--- src/clock_failure_monitor_pkg.sv ---
package clock_failure_monitor_pkg;

    localparam int          ADDR_W        = 8;

    // Register byte addresses
    localparam logic [7:0]  ADDR_OSC_EN   = 8'h00;
    localparam logic [7:0]  ADDR_CCON     = 8'h04;
    localparam logic [7:0]  ADDR_STATUS   = 8'h08;
    localparam logic [7:0]  ADDR_IRQ_EN   = 8'h0c;

    // Manual enable register
    localparam int          BIT_EXT_ON    = 7;
    localparam int          BIT_HF_ON     = 6;
    localparam int          BIT_LF_ON     = 4;
    localparam int          BIT_SEC_ON    = 3;
    localparam int          BIT_CONV_ON   = 2;
    localparam logic [7:0]  OSC_EN_WMASK  = 8'hdc;
    localparam logic [7:0]  OSC_EN_RST    = 8'h00;

    // Clock control register: source in [6:4], divider in [3:0]
    localparam int          NSRC_LSB      = 4;
    localparam int          NEW_CLOCK_DIVIDER_FIELD_LSB      = 0;
    localparam logic [2:0]  NSRC_RST      = 3'h4;
    localparam logic [3:0]  NEW_CLOCK_DIVIDER_FIELD_RST      = 4'h0;

    // Clock source codes
    localparam logic [2:0]  SRC_EXT_PLL   = 3'h1;
    localparam logic [2:0]  SRC_SOSC      = 3'h2;
    localparam logic [2:0]  SRC_LFINT     = 3'h3;
    localparam logic [2:0]  SRC_HFINT     = 3'h4;
    localparam logic [2:0]  SRC_EXT       = 3'h5;
    localparam logic [3:0]  DIV_NONE      = 4'h0;

    // Status register
    localparam int          ST_FLAG_BIT   = 0;
    localparam int          ST_ACTIVE_BIT = 1;
    localparam int          ST_OST_BIT    = 2;
    localparam int          ST_LATCH_BIT  = 3;
    localparam int          ST_SRC_LSB    = 4;

    // Interrupt enable register
    localparam int          IRQ_EN_BIT    = 0;

    // Monitor and start-up timing
    localparam int          SAMPLE_DIV    = 64;
    localparam int          OST_CYCLES    = 1024;

    typedef enum logic [2:0] {
        ST_RUN  = 3'b001,
        ST_OST  = 3'b010,
        ST_FAIL = 3'b100
    } clock_failure_monitor_state_t;

endpackage

--- src/clock_failure_monitor_det_if.sv ---
`timescale 1ns/1ps
interface clock_failure_monitor_det_if;
    logic monitor_en;
    logic ext_fall;
    logic fail;
    logic latch;
    logic samp;

    modport det (input monitor_en, output ext_fall, output fail, output latch, output samp);
    modport ctl (output monitor_en, input ext_fall, input fail, input latch, input samp);
endinterface

--- src/clock_failure_monitor_detector.sv ---
`timescale 1ns/1ps
module clock_failure_monitor_detector #(
    parameter int SAMPLE_DIV = clock_failure_monitor_pkg::SAMPLE_DIV
) (
    input  wire logic   clock,
    input  wire logic   nrst,
    input  wire logic   ext_clk_pin,
    input  wire logic   lfosc_pin,
    clock_failure_monitor_det_if.det     det
);
    import clock_failure_monitor_pkg::*;

    localparam int HALF = SAMPLE_DIV / 2;
    localparam int CW   = (HALF > 1) ? $clog2(HALF) : 1;

    if (SAMPLE_DIV < 4 || (SAMPLE_DIV % 2) != 0) begin : g_bad_div
        $error("Sample divider must be even and at least 4");
    end

    logic           ext_s1_r, ext_s2_r, ext_s3_r;
    logic           lf_s1_r, lf_s2_r, lf_s3_r;
    logic [CW-1:0]  div_cnt_r;
    logic           samp_r, samp_d_r;
    logic           latch_r;
    logic           fail_r;
    logic           ext_fall, lf_rise, samp_rise, samp_fall;

    ////////////////////////////////////////////////////////////////////////////
    // Both oscillators are far slower than the system clock, so edges are found
    // after two flops; the first flop feeds nothing but the second
    always_ff @(posedge clock) begin
        if (!nrst) begin
            ext_s1_r <= 1'b0;
            ext_s2_r <= 1'b0;
            ext_s3_r <= 1'b0;
            lf_s1_r  <= 1'b0;
            lf_s2_r  <= 1'b0;
            lf_s3_r  <= 1'b0;
        end else begin
            ext_s1_r <= ext_clk_pin;
            ext_s2_r <= ext_s1_r;
            ext_s3_r <= ext_s2_r;
            lf_s1_r  <= lfosc_pin;
            lf_s2_r  <= lf_s1_r;
            lf_s3_r  <= lf_s2_r;
        end
    end

    assign ext_fall = ext_s3_r & ~ext_s2_r;
    assign lf_rise  = lf_s2_r & ~lf_s3_r;

    ////////////////////////////////////////////////////////////////////////////
    // divide by 64
    always_ff @(posedge clock) begin
        if (!nrst) begin
            div_cnt_r <= '0;
            samp_r    <= 1'b0;
        end else if (lf_rise) begin
            if (div_cnt_r == CW'(HALF - 1)) begin
                div_cnt_r <= '0;
                samp_r    <= ~samp_r;
            end else begin
                div_cnt_r <= div_cnt_r + CW'(1);
            end
        end
    end

    always_ff @(posedge clock) begin
        if (!nrst) begin
            samp_d_r <= 1'b0;
        end else begin
            samp_d_r <= samp_r;
        end
    end

    assign samp_rise = samp_r & ~samp_d_r;
    assign samp_fall = ~samp_r & samp_d_r;

    ////////////////////////////////////////////////////////////////////////////
    // set beats clear
    always_ff @(posedge clock) begin
        if (!nrst) begin
            latch_r <= 1'b1;
        end else if (!det.monitor_en || ext_fall) begin
            latch_r <= 1'b1;
        end else if (samp_rise) begin
            latch_r <= 1'b0;
        end
    end

    always_ff @(posedge clock) begin
        if (!nrst) begin
            fail_r <= 1'b0;
        end else begin
            fail_r <= det.monitor_en & samp_fall & ~latch_r;
        end
    end

    assign det.ext_fall = ext_fall;
    assign det.fail     = fail_r;
    assign det.latch    = latch_r;
    assign det.samp     = samp_r;

    ////////////////////////////////////////////////////////////////////////////
    AST_DIV_TOGGLE: assert property (@(posedge clock) disable iff (!nrst)
        (samp_r != $past(samp_r)) |-> $past(lf_rise) && ($past(div_cnt_r) == CW'(HALF - 1)))
        else $error("Sample clock toggled off the divider terminal count");
    AST_LATCH_SET: assert property (@(posedge clock) disable iff (!nrst)
        ext_fall |=> latch_r)
        else $error("External falling edge did not set the latch");
    AST_FAIL_CAUSE: assert property (@(posedge clock) disable iff (!nrst)
        fail_r |-> $past(samp_fall) && !$past(latch_r))
        else $error("Failure raised without an untouched half-cycle");
    AST_MON_OFF: assert property (@(posedge clock) disable iff (!nrst)
        !$past(det.monitor_en) |-> !fail_r)
        else $error("Failure raised while monitor disabled");

endmodule // clock_failure_monitor_detector

--- src/clock_failure_monitor_top.sv ---
`timescale 1ns/1ps
module clock_failure_monitor_top #(
    parameter int OST_CYCLES = clock_failure_monitor_pkg::OST_CYCLES
) (
    input  wire logic                         clock,
    input  wire logic                         nrst,
    input  wire logic                         psel,
    input  wire logic                         penable,
    input  wire logic                         pwrite,
    input  wire logic [clock_failure_monitor_pkg::ADDR_W-1:0]  paddr,
    input  wire logic [31:0]                  pwdata,
    output logic      [31:0]                  prdata,
    output logic                              pready,
    output logic                              pslverr,
    input  wire logic                         ext_clk_pin,
    input  wire logic                         lfosc_pin,
    input  wire logic                         failure_monitor_config_enable,
    input  wire logic                         sleep_exec,
    output logic                              irq,
    output logic      [2:0]                   sys_clk_src,
    output logic      [3:0]                   sys_clk_div,
    output logic                              hf_1mhz_sel,
    output logic                              fail_safe_active,
    output logic                              ost_running,
    output logic                              external_osc_force_on,
    output logic                              high_freq_osc_force_on,
    output logic                              low_freq_osc_force_on,
    output logic                              secondary_osc_force_on,
    output logic                              converter_osc_force_on
);
    import clock_failure_monitor_pkg::*;

    localparam int OST_W = (OST_CYCLES > 1) ? $clog2(OST_CYCLES) : 1;

    if (OST_CYCLES < 2) begin : g_bad_ost
        $error("Start-up timer needs at least two oscillator cycles");
    end

    clock_failure_monitor_det_if det_if ();

    logic               cfg_s1_r, cfg_s2_r;
    logic [7:0]         osc_en_r;
    logic [2:0]         nsrc_r;
    logic [3:0]         new_clock_divider_field_r;
    logic               irq_en_r;
    logic               flag_r;
    clock_failure_monitor_state_t        state_r;
    logic [2:0]         cur_src_r;
    logic [3:0]         cur_div_r;
    logic [OST_W-1:0]   ost_cnt_r;
    logic [31:0]        prdata_r;
    logic [31:0]        rdata_mux;

    logic               setup, access, wr;
    logic               mapped;
    logic               wr_osc_en, wr_ccon, wr_status, wr_irq_en;
    logic [2:0]         new_src;
    logic [3:0]         new_div;
    logic               ccon_change;
    logic               restart;
    logic [2:0]         tgt_src;
    logic [3:0]         tgt_div;
    logic               det_fail;

    function automatic logic needs_ost(input logic [2:0] src);
        needs_ost = (src == SRC_EXT) || (src == SRC_EXT_PLL);
    endfunction

    function automatic logic is_monitored(input logic [2:0] src);
        is_monitored = (src == SRC_EXT) || (src == SRC_EXT_PLL) || (src == SRC_SOSC);
    endfunction

    ////////////////////////////////////////////////////////////////////////////
    // Configuration strap is a pin and is resynchronised before use
    always_ff @(posedge clock) begin
        if (!nrst) begin
            cfg_s1_r <= 1'b0;
            cfg_s2_r <= 1'b0;
        end else begin
            cfg_s1_r <= failure_monitor_config_enable;
            cfg_s2_r <= cfg_s1_r;
        end
    end

    ////////////////////////////////////////////////////////////////////////////
    // APB decode; zero wait states, read data captured in the setup cycle
    assign setup     = psel & ~penable;
    assign access    = psel & penable;
    assign wr        = access & pwrite;
    assign mapped    = (paddr == ADDR_OSC_EN) || (paddr == ADDR_CCON) ||
                       (paddr == ADDR_STATUS) || (paddr == ADDR_IRQ_EN);
    assign wr_osc_en = wr & (paddr == ADDR_OSC_EN);
    assign wr_ccon   = wr & (paddr == ADDR_CCON);
    assign wr_status = wr & (paddr == ADDR_STATUS);
    assign wr_irq_en = wr & (paddr == ADDR_IRQ_EN);

    assign pready    = 1'b1;
    assign pslverr   = access & ~mapped;
    assign prdata    = prdata_r;

    always_comb begin
        rdata_mux = '0;
        unique case (paddr)
            ADDR_OSC_EN: rdata_mux[7:0] = osc_en_r;
            ADDR_CCON: begin
                rdata_mux[NSRC_LSB +: 3] = nsrc_r;
                rdata_mux[NEW_CLOCK_DIVIDER_FIELD_LSB +: 4] = new_clock_divider_field_r;
            end
            ADDR_STATUS: begin
                rdata_mux[ST_FLAG_BIT]     = flag_r;
                rdata_mux[ST_ACTIVE_BIT]   = (state_r == ST_FAIL);
                rdata_mux[ST_OST_BIT]      = (state_r == ST_OST);
                rdata_mux[ST_LATCH_BIT]    = det_if.latch;
                rdata_mux[ST_SRC_LSB +: 3] = cur_src_r;
            end
            ADDR_IRQ_EN: rdata_mux[IRQ_EN_BIT] = irq_en_r;
            default:     rdata_mux = '0;
        endcase
    end

    always_ff @(posedge clock) begin
        if (!nrst) begin
            prdata_r <= '0;
        end else if (setup) begin
            prdata_r <= rdata_mux;
        end
    end

    ////////////////////////////////////////////////////////////////////////////
    // Manual enable register
    // unimplemented bits masked
    always_ff @(posedge clock) begin
        if (!nrst) begin
            osc_en_r <= OSC_EN_RST;
        end else if (wr_osc_en) begin
            osc_en_r <= pwdata[7:0] & OSC_EN_WMASK;
        end
    end

    assign external_osc_force_on  = osc_en_r[BIT_EXT_ON];
    assign high_freq_osc_force_on = osc_en_r[BIT_HF_ON];
    assign low_freq_osc_force_on  = osc_en_r[BIT_LF_ON];
    assign secondary_osc_force_on = osc_en_r[BIT_SEC_ON];
    assign converter_osc_force_on = osc_en_r[BIT_CONV_ON];

    ////////////////////////////////////////////////////////////////////////////
    // Clock control fields and interrupt enable
    assign new_src     = pwdata[NSRC_LSB +: 3];
    assign new_div     = pwdata[NEW_CLOCK_DIVIDER_FIELD_LSB +: 4];
    // A rewrite of identical fields is not a change and leaves the state alone
    assign ccon_change = wr_ccon & ({new_src, new_div} != {nsrc_r, new_clock_divider_field_r});
    assign restart     = ccon_change | sleep_exec;
    assign tgt_src     = ccon_change ? new_src : nsrc_r;
    assign tgt_div     = ccon_change ? new_div : new_clock_divider_field_r;

    always_ff @(posedge clock) begin
        if (!nrst) begin
            nsrc_r <= NSRC_RST;
            new_clock_divider_field_r <= NEW_CLOCK_DIVIDER_FIELD_RST;
        end else if (wr_ccon) begin
            nsrc_r <= new_src;
            new_clock_divider_field_r <= new_div;
        end
    end

    always_ff @(posedge clock) begin
        if (!nrst) begin
            irq_en_r <= 1'b0;
        end else if (wr_irq_en) begin
            irq_en_r <= pwdata[IRQ_EN_BIT];
        end
    end

    ////////////////////////////////////////////////////////////////////////////
    // Failure detector
    // monitor gated by config
    assign det_if.monitor_en = cfg_s2_r &
                               (((state_r == ST_RUN) && is_monitored(cur_src_r)) || (state_r == ST_OST));
    assign det_fail          = det_if.fail;

    clock_failure_monitor_detector #(
        .SAMPLE_DIV (SAMPLE_DIV)
    ) u_det (
        .clock       (clock),
        .nrst        (nrst),
        .ext_clk_pin (ext_clk_pin),
        .lfosc_pin   (lfosc_pin),
        .det         (det_if.det)
    );

    ////////////////////////////////////////////////////////////////////////////
    // Clock switching; a firmware restart outranks a failure seen the same cycle
    always_ff @(posedge clock) begin
        if (!nrst) begin
            state_r   <= ST_RUN;
            cur_src_r <= NSRC_RST;
            cur_div_r <= NEW_CLOCK_DIVIDER_FIELD_RST;
            ost_cnt_r <= '0;
        end else if (restart) begin
            if (needs_ost(tgt_src)) begin
                state_r   <= ST_OST;
                ost_cnt_r <= '0;
            end else begin
                state_r   <= ST_RUN;
                cur_src_r <= tgt_src;
                cur_div_r <= tgt_div;
            end
        end else begin
            unique case (state_r)
                ST_RUN: begin
                    if (det_fail) begin
                        state_r   <= ST_FAIL;
                        cur_src_r <= SRC_HFINT;
                        cur_div_r <= DIV_NONE;
                    end
                end
                ST_OST: begin
                    if (det_fail) begin
                        state_r   <= ST_FAIL;
                        cur_src_r <= SRC_HFINT;
                        cur_div_r <= DIV_NONE;
                    end else if (det_if.ext_fall) begin
                        if (ost_cnt_r == OST_W'(OST_CYCLES - 1)) begin
                            state_r   <= ST_RUN;
                            cur_src_r <= nsrc_r;
                            cur_div_r <= new_clock_divider_field_r;
                        end else begin
                            ost_cnt_r <= ost_cnt_r + OST_W'(1);
                        end
                    end
                end
                ST_FAIL: state_r <= ST_FAIL;
                default: state_r <= ST_RUN;
            endcase
        end
    end

    assign sys_clk_src      = cur_src_r;
    assign sys_clk_div      = cur_div_r;
    assign fail_safe_active = (state_r == ST_FAIL);
    assign hf_1mhz_sel      = (state_r == ST_FAIL);
    assign ost_running      = (state_r == ST_OST);

    ////////////////////////////////////////////////////////////////////////////
    // Failure flag; hardware set wins over a software clear in the same cycle
    // sticky until written zero
    always_ff @(posedge clock) begin
        if (!nrst) begin
            flag_r <= 1'b0;
        end else if (det_fail) begin
            flag_r <= 1'b1;
        end else if (wr_status && !pwdata[ST_FLAG_BIT]) begin
            flag_r <= 1'b0;
        end
    end

    assign irq = flag_r & irq_en_r;

    ////////////////////////////////////////////////////////////////////////////
    AST_SWITCH_HF: assert property (@(posedge clock) disable iff (!nrst)
        (det_fail && !restart && state_r == ST_RUN) |=> (cur_src_r == SRC_HFINT) && hf_1mhz_sel && flag_r)
        else $error("Failure did not move the clock to the 1 MHz internal source");
    AST_IRQ_RAISE: assert property (@(posedge clock) disable iff (!nrst)
        (det_fail && irq_en_r && !wr_irq_en) |=> irq)
        else $error("Interrupt not raised for an enabled failure flag");
    AST_STAY_INT: assert property (@(posedge clock) disable iff (!nrst)
        (state_r == ST_FAIL && !restart) |=> (state_r == ST_FAIL) && (cur_src_r == SRC_HFINT))
        else $error("Left fail-safe without a firmware restart");
    AST_SLEEP_CLEAR: assert property (@(posedge clock) disable iff (!nrst)
        sleep_exec |=> !fail_safe_active)
        else $error("Sleep did not clear the fail-safe condition");
    AST_OST_START: assert property (@(posedge clock) disable iff (!nrst)
        (ccon_change && needs_ost(new_src)) |=> ost_running && (ost_cnt_r == '0))
        else $error("External request did not restart the start-up timer");
    AST_OST_HOLD: assert property (@(posedge clock) disable iff (!nrst)
        (ost_running && $past(ost_running) && !$past(restart)) |-> $stable(cur_src_r))
        else $error("Clock source changed while the start-up timer ran");
    AST_OST_DONE: assert property (@(posedge clock) disable iff (!nrst)
        (ost_running && !restart && !det_fail && det_if.ext_fall && ost_cnt_r == OST_W'(OST_CYCLES - 1))
        |=> (state_r == ST_RUN) && (cur_src_r == nsrc_r))
        else $error("Start-up timer expiry did not complete the switch");
    AST_RETRY_FAIL: assert property (@(posedge clock) disable iff (!nrst)
        (ost_running && det_fail && !restart) |=> flag_r && fail_safe_active)
        else $error("Persisting failure did not set the flag again");
    AST_FLAG_HOLD: assert property (@(posedge clock) disable iff (!nrst)
        (flag_r && !(wr_status && !pwdata[ST_FLAG_BIT])) |=> flag_r)
        else $error("Failure flag dropped without a software clear");
    AST_CLR_KEEPS_SRC: assert property (@(posedge clock) disable iff (!nrst)
        (wr_status && !restart && !det_fail && state_r == ST_FAIL) |=> $stable(cur_src_r))
        else $error("Flag clear changed the clock source");
    AST_FORCE_BITS: assert property (@(posedge clock) disable iff (!nrst)
        wr_osc_en |=> (external_osc_force_on == $past(pwdata[BIT_EXT_ON])) &&
                      (osc_en_r[5] == 1'b0) && (osc_en_r[1:0] == 2'h0))
        else $error("Manual enable register did not follow the write");
    AST_FORCE_OTHERS: assert property (@(posedge clock) disable iff (!nrst)
        wr_osc_en |=> (secondary_osc_force_on == $past(pwdata[BIT_SEC_ON])) &&
                      (converter_osc_force_on == $past(pwdata[BIT_CONV_ON])) &&
                      (high_freq_osc_force_on == $past(pwdata[BIT_HF_ON])) &&
                      (low_freq_osc_force_on == $past(pwdata[BIT_LF_ON])))
        else $error("Force-on outputs did not follow the manual enable write");

endmodule // clock_failure_monitor_top

--- config.mk ---
export PLATFORM = sky130hd
export DESIGN_NAME = clock_failure_monitor_top
export DESIGN_NICKNAME = d
export VERILOG_FILES = /design/src/clock_failure_monitor_pkg.sv /design/src/clock_failure_monitor_det_if.sv /design/src/clock_failure_monitor_detector.sv /design/src/clock_failure_monitor_top.sv
export SDC_FILE = /design/constraint.sdc
export NUM_CORES = 1
export LEC_CHECK = 0
export ABC_AREA = 0
export BUFFER_PORTS_ARGS = -buffer_cell sky130_fd_sc_hd__buf_2
export CORE_MARGIN = 4
export CORE_UTILIZATION = 35
export DETAILED_ROUTE_END_ITERATION = 6
export PLACE_DENSITY_LB_ADDON = 0.15
export SLEW_MARGIN = 0
export SYNTH_ARGS = -nofsm -noshare
export SYNTH_HDL_FRONTEND = slang
export SYNTH_HIERARCHICAL = 1
export SYNTH_SLANG_ARGS = --single-unit
export TNS_END_PERCENT = 20
--- constraint.sdc ---
create_clock -name clock -period 3.3 [get_ports clock]
set_input_delay 0.165 -clock clock [delete_from_list [all_inputs] [get_ports clock]]
set_output_delay 0.165 -clock clock [all_outputs]
set_load 0.02 [all_outputs]
# [Word level (Yosys, flattened, before mapping)]
# Index checks and enable logic that the tools add are counted.
[classes] add_sub_neg=2 eq_ne=21 muxes=34 bitwise=26 n_reduce_logical=22
[op_table] operator="10-bit 2-to-1 mux" n=6
[op_table] operator="3-bit 2-to-1 mux" n=11
[op_table] operator="4-bit 2-to-1 mux" n=7
[op_table] operator="6-bit case mux with 3 select lines" n=1
[op_table] operator="1-bit AND" n=17
[op_table] operator="8-bit by 4-bit equality test with 1-bit output (second input constant)" n=2
[op_table] operator="10-bit by 1-bit adder with 10-bit output (second input constant)" n=1
[op_table] operator="10-bit equality test (second input constant)" n=1
[op_table] operator="5-bit AND reduction" n=2
[op_table] operator="3-bit by 1-bit equality test with 1-bit output (second input constant)" n=3
[op_table] operator="3-bit equality test (second input constant)" n=3
[op_table] operator="3-bit case mux with 3 select lines" n=1
[op_table] operator="8-bit by 3-bit equality test with 1-bit output (second input constant)" n=1
[op_table] operator="8-bit zero test" n=1
[op_table] operator="1-bit logical OR" n=8
[op_table] operator="4-bit by 1-bit != test with 1-bit output (second input constant)" n=2
[op_table] operator="1-bit NOT" n=8
[op_table] operator="4-bit case mux with 2 select lines" n=1
[op_table] operator="7-bit != test" n=1
[op_table] operator="3-bit by 2-bit equality test with 1-bit output (second input constant)" n=2
[op_table] operator="2-bit != test (second input constant)" n=3
[op_table] operator="3-bit case mux with 2 select lines" n=1
[op_table] operator="2-bit nonzero test" n=3
[op_table] operator="5-bit by 1-bit adder with 5-bit output (second input constant)" n=1
[op_table] operator="other kinds (14)" n=18
[word_totals] reg_bits=59 in_bits=49 out_inout_bits=50 wordCells=128

# [Longest topological paths before layout]
[logic_depth] word_depth=9 depth_mapped=9 depth_no_buf=7

# [Hierarchy]
# The synthesis kept the hierarchy.
[by_module_without_submodules] module="clock_failure_monitor_top" n_inst=1 cells_each=311 area_per_inst_um2=2568.7 seq_area_each_um2=880.8
[by_module_without_submodules] module="clock_failure_monitor_detector" n_inst=1 cells_each=53 area_per_inst_um2=561.8 seq_area_each_um2=300.3

# [Worst setup path before layout]
# OpenSTA, ideal clock, no wires.
[synth_timing] kind="register to register" start="register state_r[2]" end="register state_r[0]" setup_ns=0.130 arrival_time_ns=1.862 t_required_ns=3.170 path_slack_ns=1.308 stages_incl_launch_ff=6 n_path_buf=0 period_less_slack_ns=1.992 path_cell_list="dfxtp_1 -> nor3b_1 -> nor3_1 -> a311o_1 -> a22oi_1 -> o21bai_1"
[synth_between] elab_chain_len=3 word_cells_on_any_way=9 classes_between="eq/ne: 6; mux: 2; reduce/logical: 1"
[synth_rtl] item="start, declared" line="clock_failure_monitor_top.sv:47" text="clock_failure_monitor_state_t state_r;"
[synth_rtl] item="start signal, assigned" line="clock_failure_monitor_top.sv:195" text="state_r <= ST_RUN;"
[synth_rtl] item="start signal, assigned" line="clock_failure_monitor_top.sv:201" text="state_r <= ST_OST;"
[synth_rtl] item="start signal, assigned" line="clock_failure_monitor_top.sv:204" text="state_r <= ST_RUN;"
[synth_rtl] item="3-bit equality test"
[synth_rtl] item="via fail_safe_active" line="clock_failure_monitor_top.sv:23" text="output logic fail_safe_active,"
[synth_rtl] item="3-bit case mux with 3 select lines" line="clock_failure_monitor_top.sv:209" text="unique case (state_r)"
[synth_rtl] item="3-bit 2-to-1 mux" line="clock_failure_monitor_top.sv:199" text="end else if (restart) begin"
# The timed path passes the listed nets, and every way through them passes these cells.
# A chain may end at the register's enable or synchronous reset.

# [Worst setup path after layout]
[layout_timing] start="register ost_cnt_r[0]" end="register ost_cnt_r[8]"
[layout_between] elab_chain_len=6 word_cells_on_any_way=9 classes_between="add/sub: 1; eq/ne: 2; mux: 5; reduce/logical: 1"
[layout_rtl] item="start, declared" line="clock_failure_monitor_top.sv:50" text="logic [OST_W-1:0] ost_cnt_r;"
[layout_rtl] item="start signal, assigned" line="clock_failure_monitor_top.sv:228" text="ost_cnt_r <= ost_cnt_r + OST_W'(1);"
[layout_rtl] item="10-bit by 1-bit adder with 10-bit output" line="clock_failure_monitor_top.sv:228"
[layout_rtl] item="10-bit 2-to-1 mux" line="clock_failure_monitor_top.sv:223" text="if (ost_cnt_r == OST_W'(OST_CYCLES - 1)) begin"
[layout_rtl] item="10-bit 2-to-1 mux" line="clock_failure_monitor_top.sv:222" text="end else if (det_if.ext_fall) begin"
[layout_rtl] item="10-bit 2-to-1 mux" line="clock_failure_monitor_top.sv:218" text="if (det_fail) begin"
[layout_rtl] item="10-bit 2-to-1 mux" line="clock_failure_monitor_top.sv:209"
[layout_rtl] item="10-bit 2-to-1 mux" line="clock_failure_monitor_top.sv:199"
# Several ways; a longest one is shown, not always the timed one. The select of a mux whose other input is x is not followed.

==> results.md <==
* Register area share after synthesis at about 38%
* Starting DRT DRC Count at 64
* Routed WL per cell at around 15 um
* Mean area per synthesized cell at roughly 8.6 um2
* Least-Margin Pin Slew at about 0.82 ns
* # resized after CTS at 0
* Setup CP Type: reg2reg
* CTS Hold Buffers Added at 0
* Critical path's slowest cell: nor3_1
* Synth cell types at between 50 and 60
* Synth Area in Simple Gates at a little over a quarter
* Vias/cell at 5.125
* Cells after Synth at approximately 360
* Fmax at ~450 MHz
* DP Cell Count at approximately 510
* Hold Path Class: in2reg
* Min Tclk post-route at between 2 and 2.5 ns
* CTS tree: built
* Post-route antenna net violation count at 0
* Post-Route WL at 7.660 mm
* Required @ worst endpoint at 3.58 ns
* Share of flip-flops with an asynchronous set or reset at 0%
* Startpoint Class: flip-flop
* Pleak at around 0.0014 uW
* Worst-path maximum fanout at 7
* Post-synthesis xor/xnor area fraction at 2.518%
* Total negative slack at 0 ns
* Outcome: finished clean
* Worst skew pair latency at 0.34 ns
* Crit. End Element: flip-flop
* #FFs+latches synth at 59
* Gp weighted congestion at 0.7955
* Peak supply drop at roughly 0.19 mV
* Final hold vios at 0
* Pre-Repair DR Iteration Count at 4
* Nets at 461
* Post-synthesis compound-gate area fraction at 15.07%
* Die Span Y at between 100 and 150 um
* Pwr dens at 428.5 mW/mm2
* DIE WIDTH at 102.6 um
* Crit-path most repeated cell: nand2_1
* First-pass GRT wire length at roughly 12 mm
* Final Util at 40.57%
* Slew HR at 45.13%
* Multi-input logic area at 0.001742 mm2
* Most used DFF post-synth: dfxtp_1
* # DRC at 0
* Root buffer selected by CTS: clkbuf_8
* ANT cells at 0
* Number of synthesized flops with an enable pin at 0
* Initial antenna violation count at 0
* Area Overhead vs Synth at 13.03%
* Max Root-Sink Buffers at 2
* Most common cell after layout, fill and taps aside: dfxtp_1
* Initial core utilization at 35.90%
* Post-synthesis mux area share at 7.354%
* Arrival time worst endpoint at 2.51 ns
* CORE AREA at 0.008721 mm2
* Final Max Slew Viols at 0
* Grt ovf at 0
* Num ports at 99
* Rows at 34
* Slowest stage delay, CP at between 0.5 and 0.6 ns
* Finished Layout Cells at approximately 520
* Largest family of logic cells by synthesized area: simple AND/OR/NAND/NOR gates
* Clk_skew at around 0.0092 ns
* Post-synthesis cell area at around 0.0031 mm2
* Vias in the first global route at 2477
* WP buf/inv at 0
* CTS HTree Levels at 3
* RSZ-0062 raised after global routing: false
* Fraction of layout cells with a size suffix above 1 at 19.32%
* Max cap viols at 0
* Register area at between 0.001 and 0.0015 mm2
* Post-Synth Adder-Cell Area at 1.199%
* Worst-path clk slew at 0.07 ns
* Setup-failing EPs final at 0
* Most frequent cells in the layout: dfxtp_1 (59), buf_2 (49), nor2_1 (31), nand2_1 (29), conb_1 (25)
* Via count at roughly 2700
* Crit-path leading delay family: simple AND/OR/NAND/NOR gates
* DP Wirelength at roughly 5.5 mm
* Post-CTS setup buffer count at 0
* Global Route Usage Sum at about 15%
* Die area at 0.01052 mm2
* Yosys warnings at 6
* Worst-path cell chain: ha_1 > nand2_1 > nor3_1 > o21ai_1 > mux2i_4 > nand2_1 > a31oi_1
* Port buffer count at between 40 and 50
* Largest net degree at the start of global routing at 36
* Clock Sinks at 59
* Num CTS Buffers at 9
* Fin crit share at around two thirds
* # fillers at 918
## through the flow
| stage | hold WS (ns) | area, um2 | total power [uW] | worst slack [ns] |
|---|---|---|---|---|
| floorplan | 0.2901 | 3217 | 853.4 | 1.308 |
| global placement | 0.3722 | 3344 | 870.2 | 0.9410 |
| detailed placement | 0.3760 | 3344 | 871.2 | 0.9428 |
| CTS | 0.009831 | 3538 | 1542 | 1.073 |
| global route | 0.02548 | 3538 | 1580 | 0.7183 |
| finish | 0.02616 | 3538 | 1516 | 1.067 |
## final cells by class
cell class                      count  area share [%]
Clock buffer                       11           3.996
Clock inverter                      5           1.485
Inverter                            5          0.5304
Multi-Input combinational cell    282           49.22
Sequential cell                    59           33.38
Tap cell                          108           3.819
Timing Repair Buffer               52           7.567
## worst register-to-register path: cells and delay by family (launching register included)
kind                     cells  cell delay (ns)
AO/OA/AOI/OAI                2             0.51
adder cells (fa/ha/maj)      1             0.23
flip-flops                   1             0.38
multiplexers                 1             0.33
AND/OR/NAND/NOR              3             0.72
## registers in the layout, summed over array words and instances, names as in the netlist, 3 cells and up
signal	count
osc_en_r	5
state_r	3
sys_clk_div	4
u_det/div_cnt_r	5
prdata	8
ost_cnt_r	10
sys_clk_src	3
new_clock_divider_field_r	4
nsrc_r	3
## worst paths after layout
| path | start | to | slack, ns | depth (start not counted) |
|---|---|---|---|---|
| hold / removal | ext_clk_pin | u_det/ext_s1_r$_SDFF_PN0_ | 0.03 | 2 |
| setup / recovery | ost_cnt_r[0]$_SDFFE_PN0P_ | ost_cnt_r[8]$_SDFFE_PN0P_ | 1.07 | 7 |
| hold reg to reg | cfg_s1_r$_SDFF_PN0_ | cfg_s2_r$_SDFF_PN0_ | 0.43 | 1 |
| setup reg to reg | ost_cnt_r[0]$_SDFFE_PN0P_ | ost_cnt_r[8]$_SDFFE_PN0P_ | 1.07 | 7 |
## metal layers
layer | GRT usage, % | wire length [um]
met4 | 7.064 | 177
met2 | 23.24 | 3497
met1 | 19.83 | 3533
met3 | 3.721 | 452
met5 | 0 | 0
## synthesized netlist by cell type (all sizes together), types with 10 or more instances
cell type | number | area [um2]
nand3b | 10 | 75.07
mux2i | 16 | 185.2
a21oi | 14 | 70.07
nand2 | 29 | 108.9
nor2 | 31 | 116.4
o21ai | 20 | 100.1
dfxtp | 59 | 1181
and2 | 12 | 75.07
nand3 | 18 | 90.09
buf | 34 | 249.0
## logic make-up after synthesis
kind of cell,Yosys count
AND/OR/NAND/NOR,152
AO/OA/AOI/OAI,73
flip-flops,59
buffers and inverters,46
multiplexers,20
XOR/XNOR,9
adder cells (fa/ha/maj),3
other,2
## report_power, final
group | internal (uW) | leakage, uW | switching, uW
clock | 365 | 0.0000991 | 296
combinational | 38.9 | 0.000867 | 88.4
sequential | 722 | 0.000478 | 6.22
(Power assumes the default switching activity.)
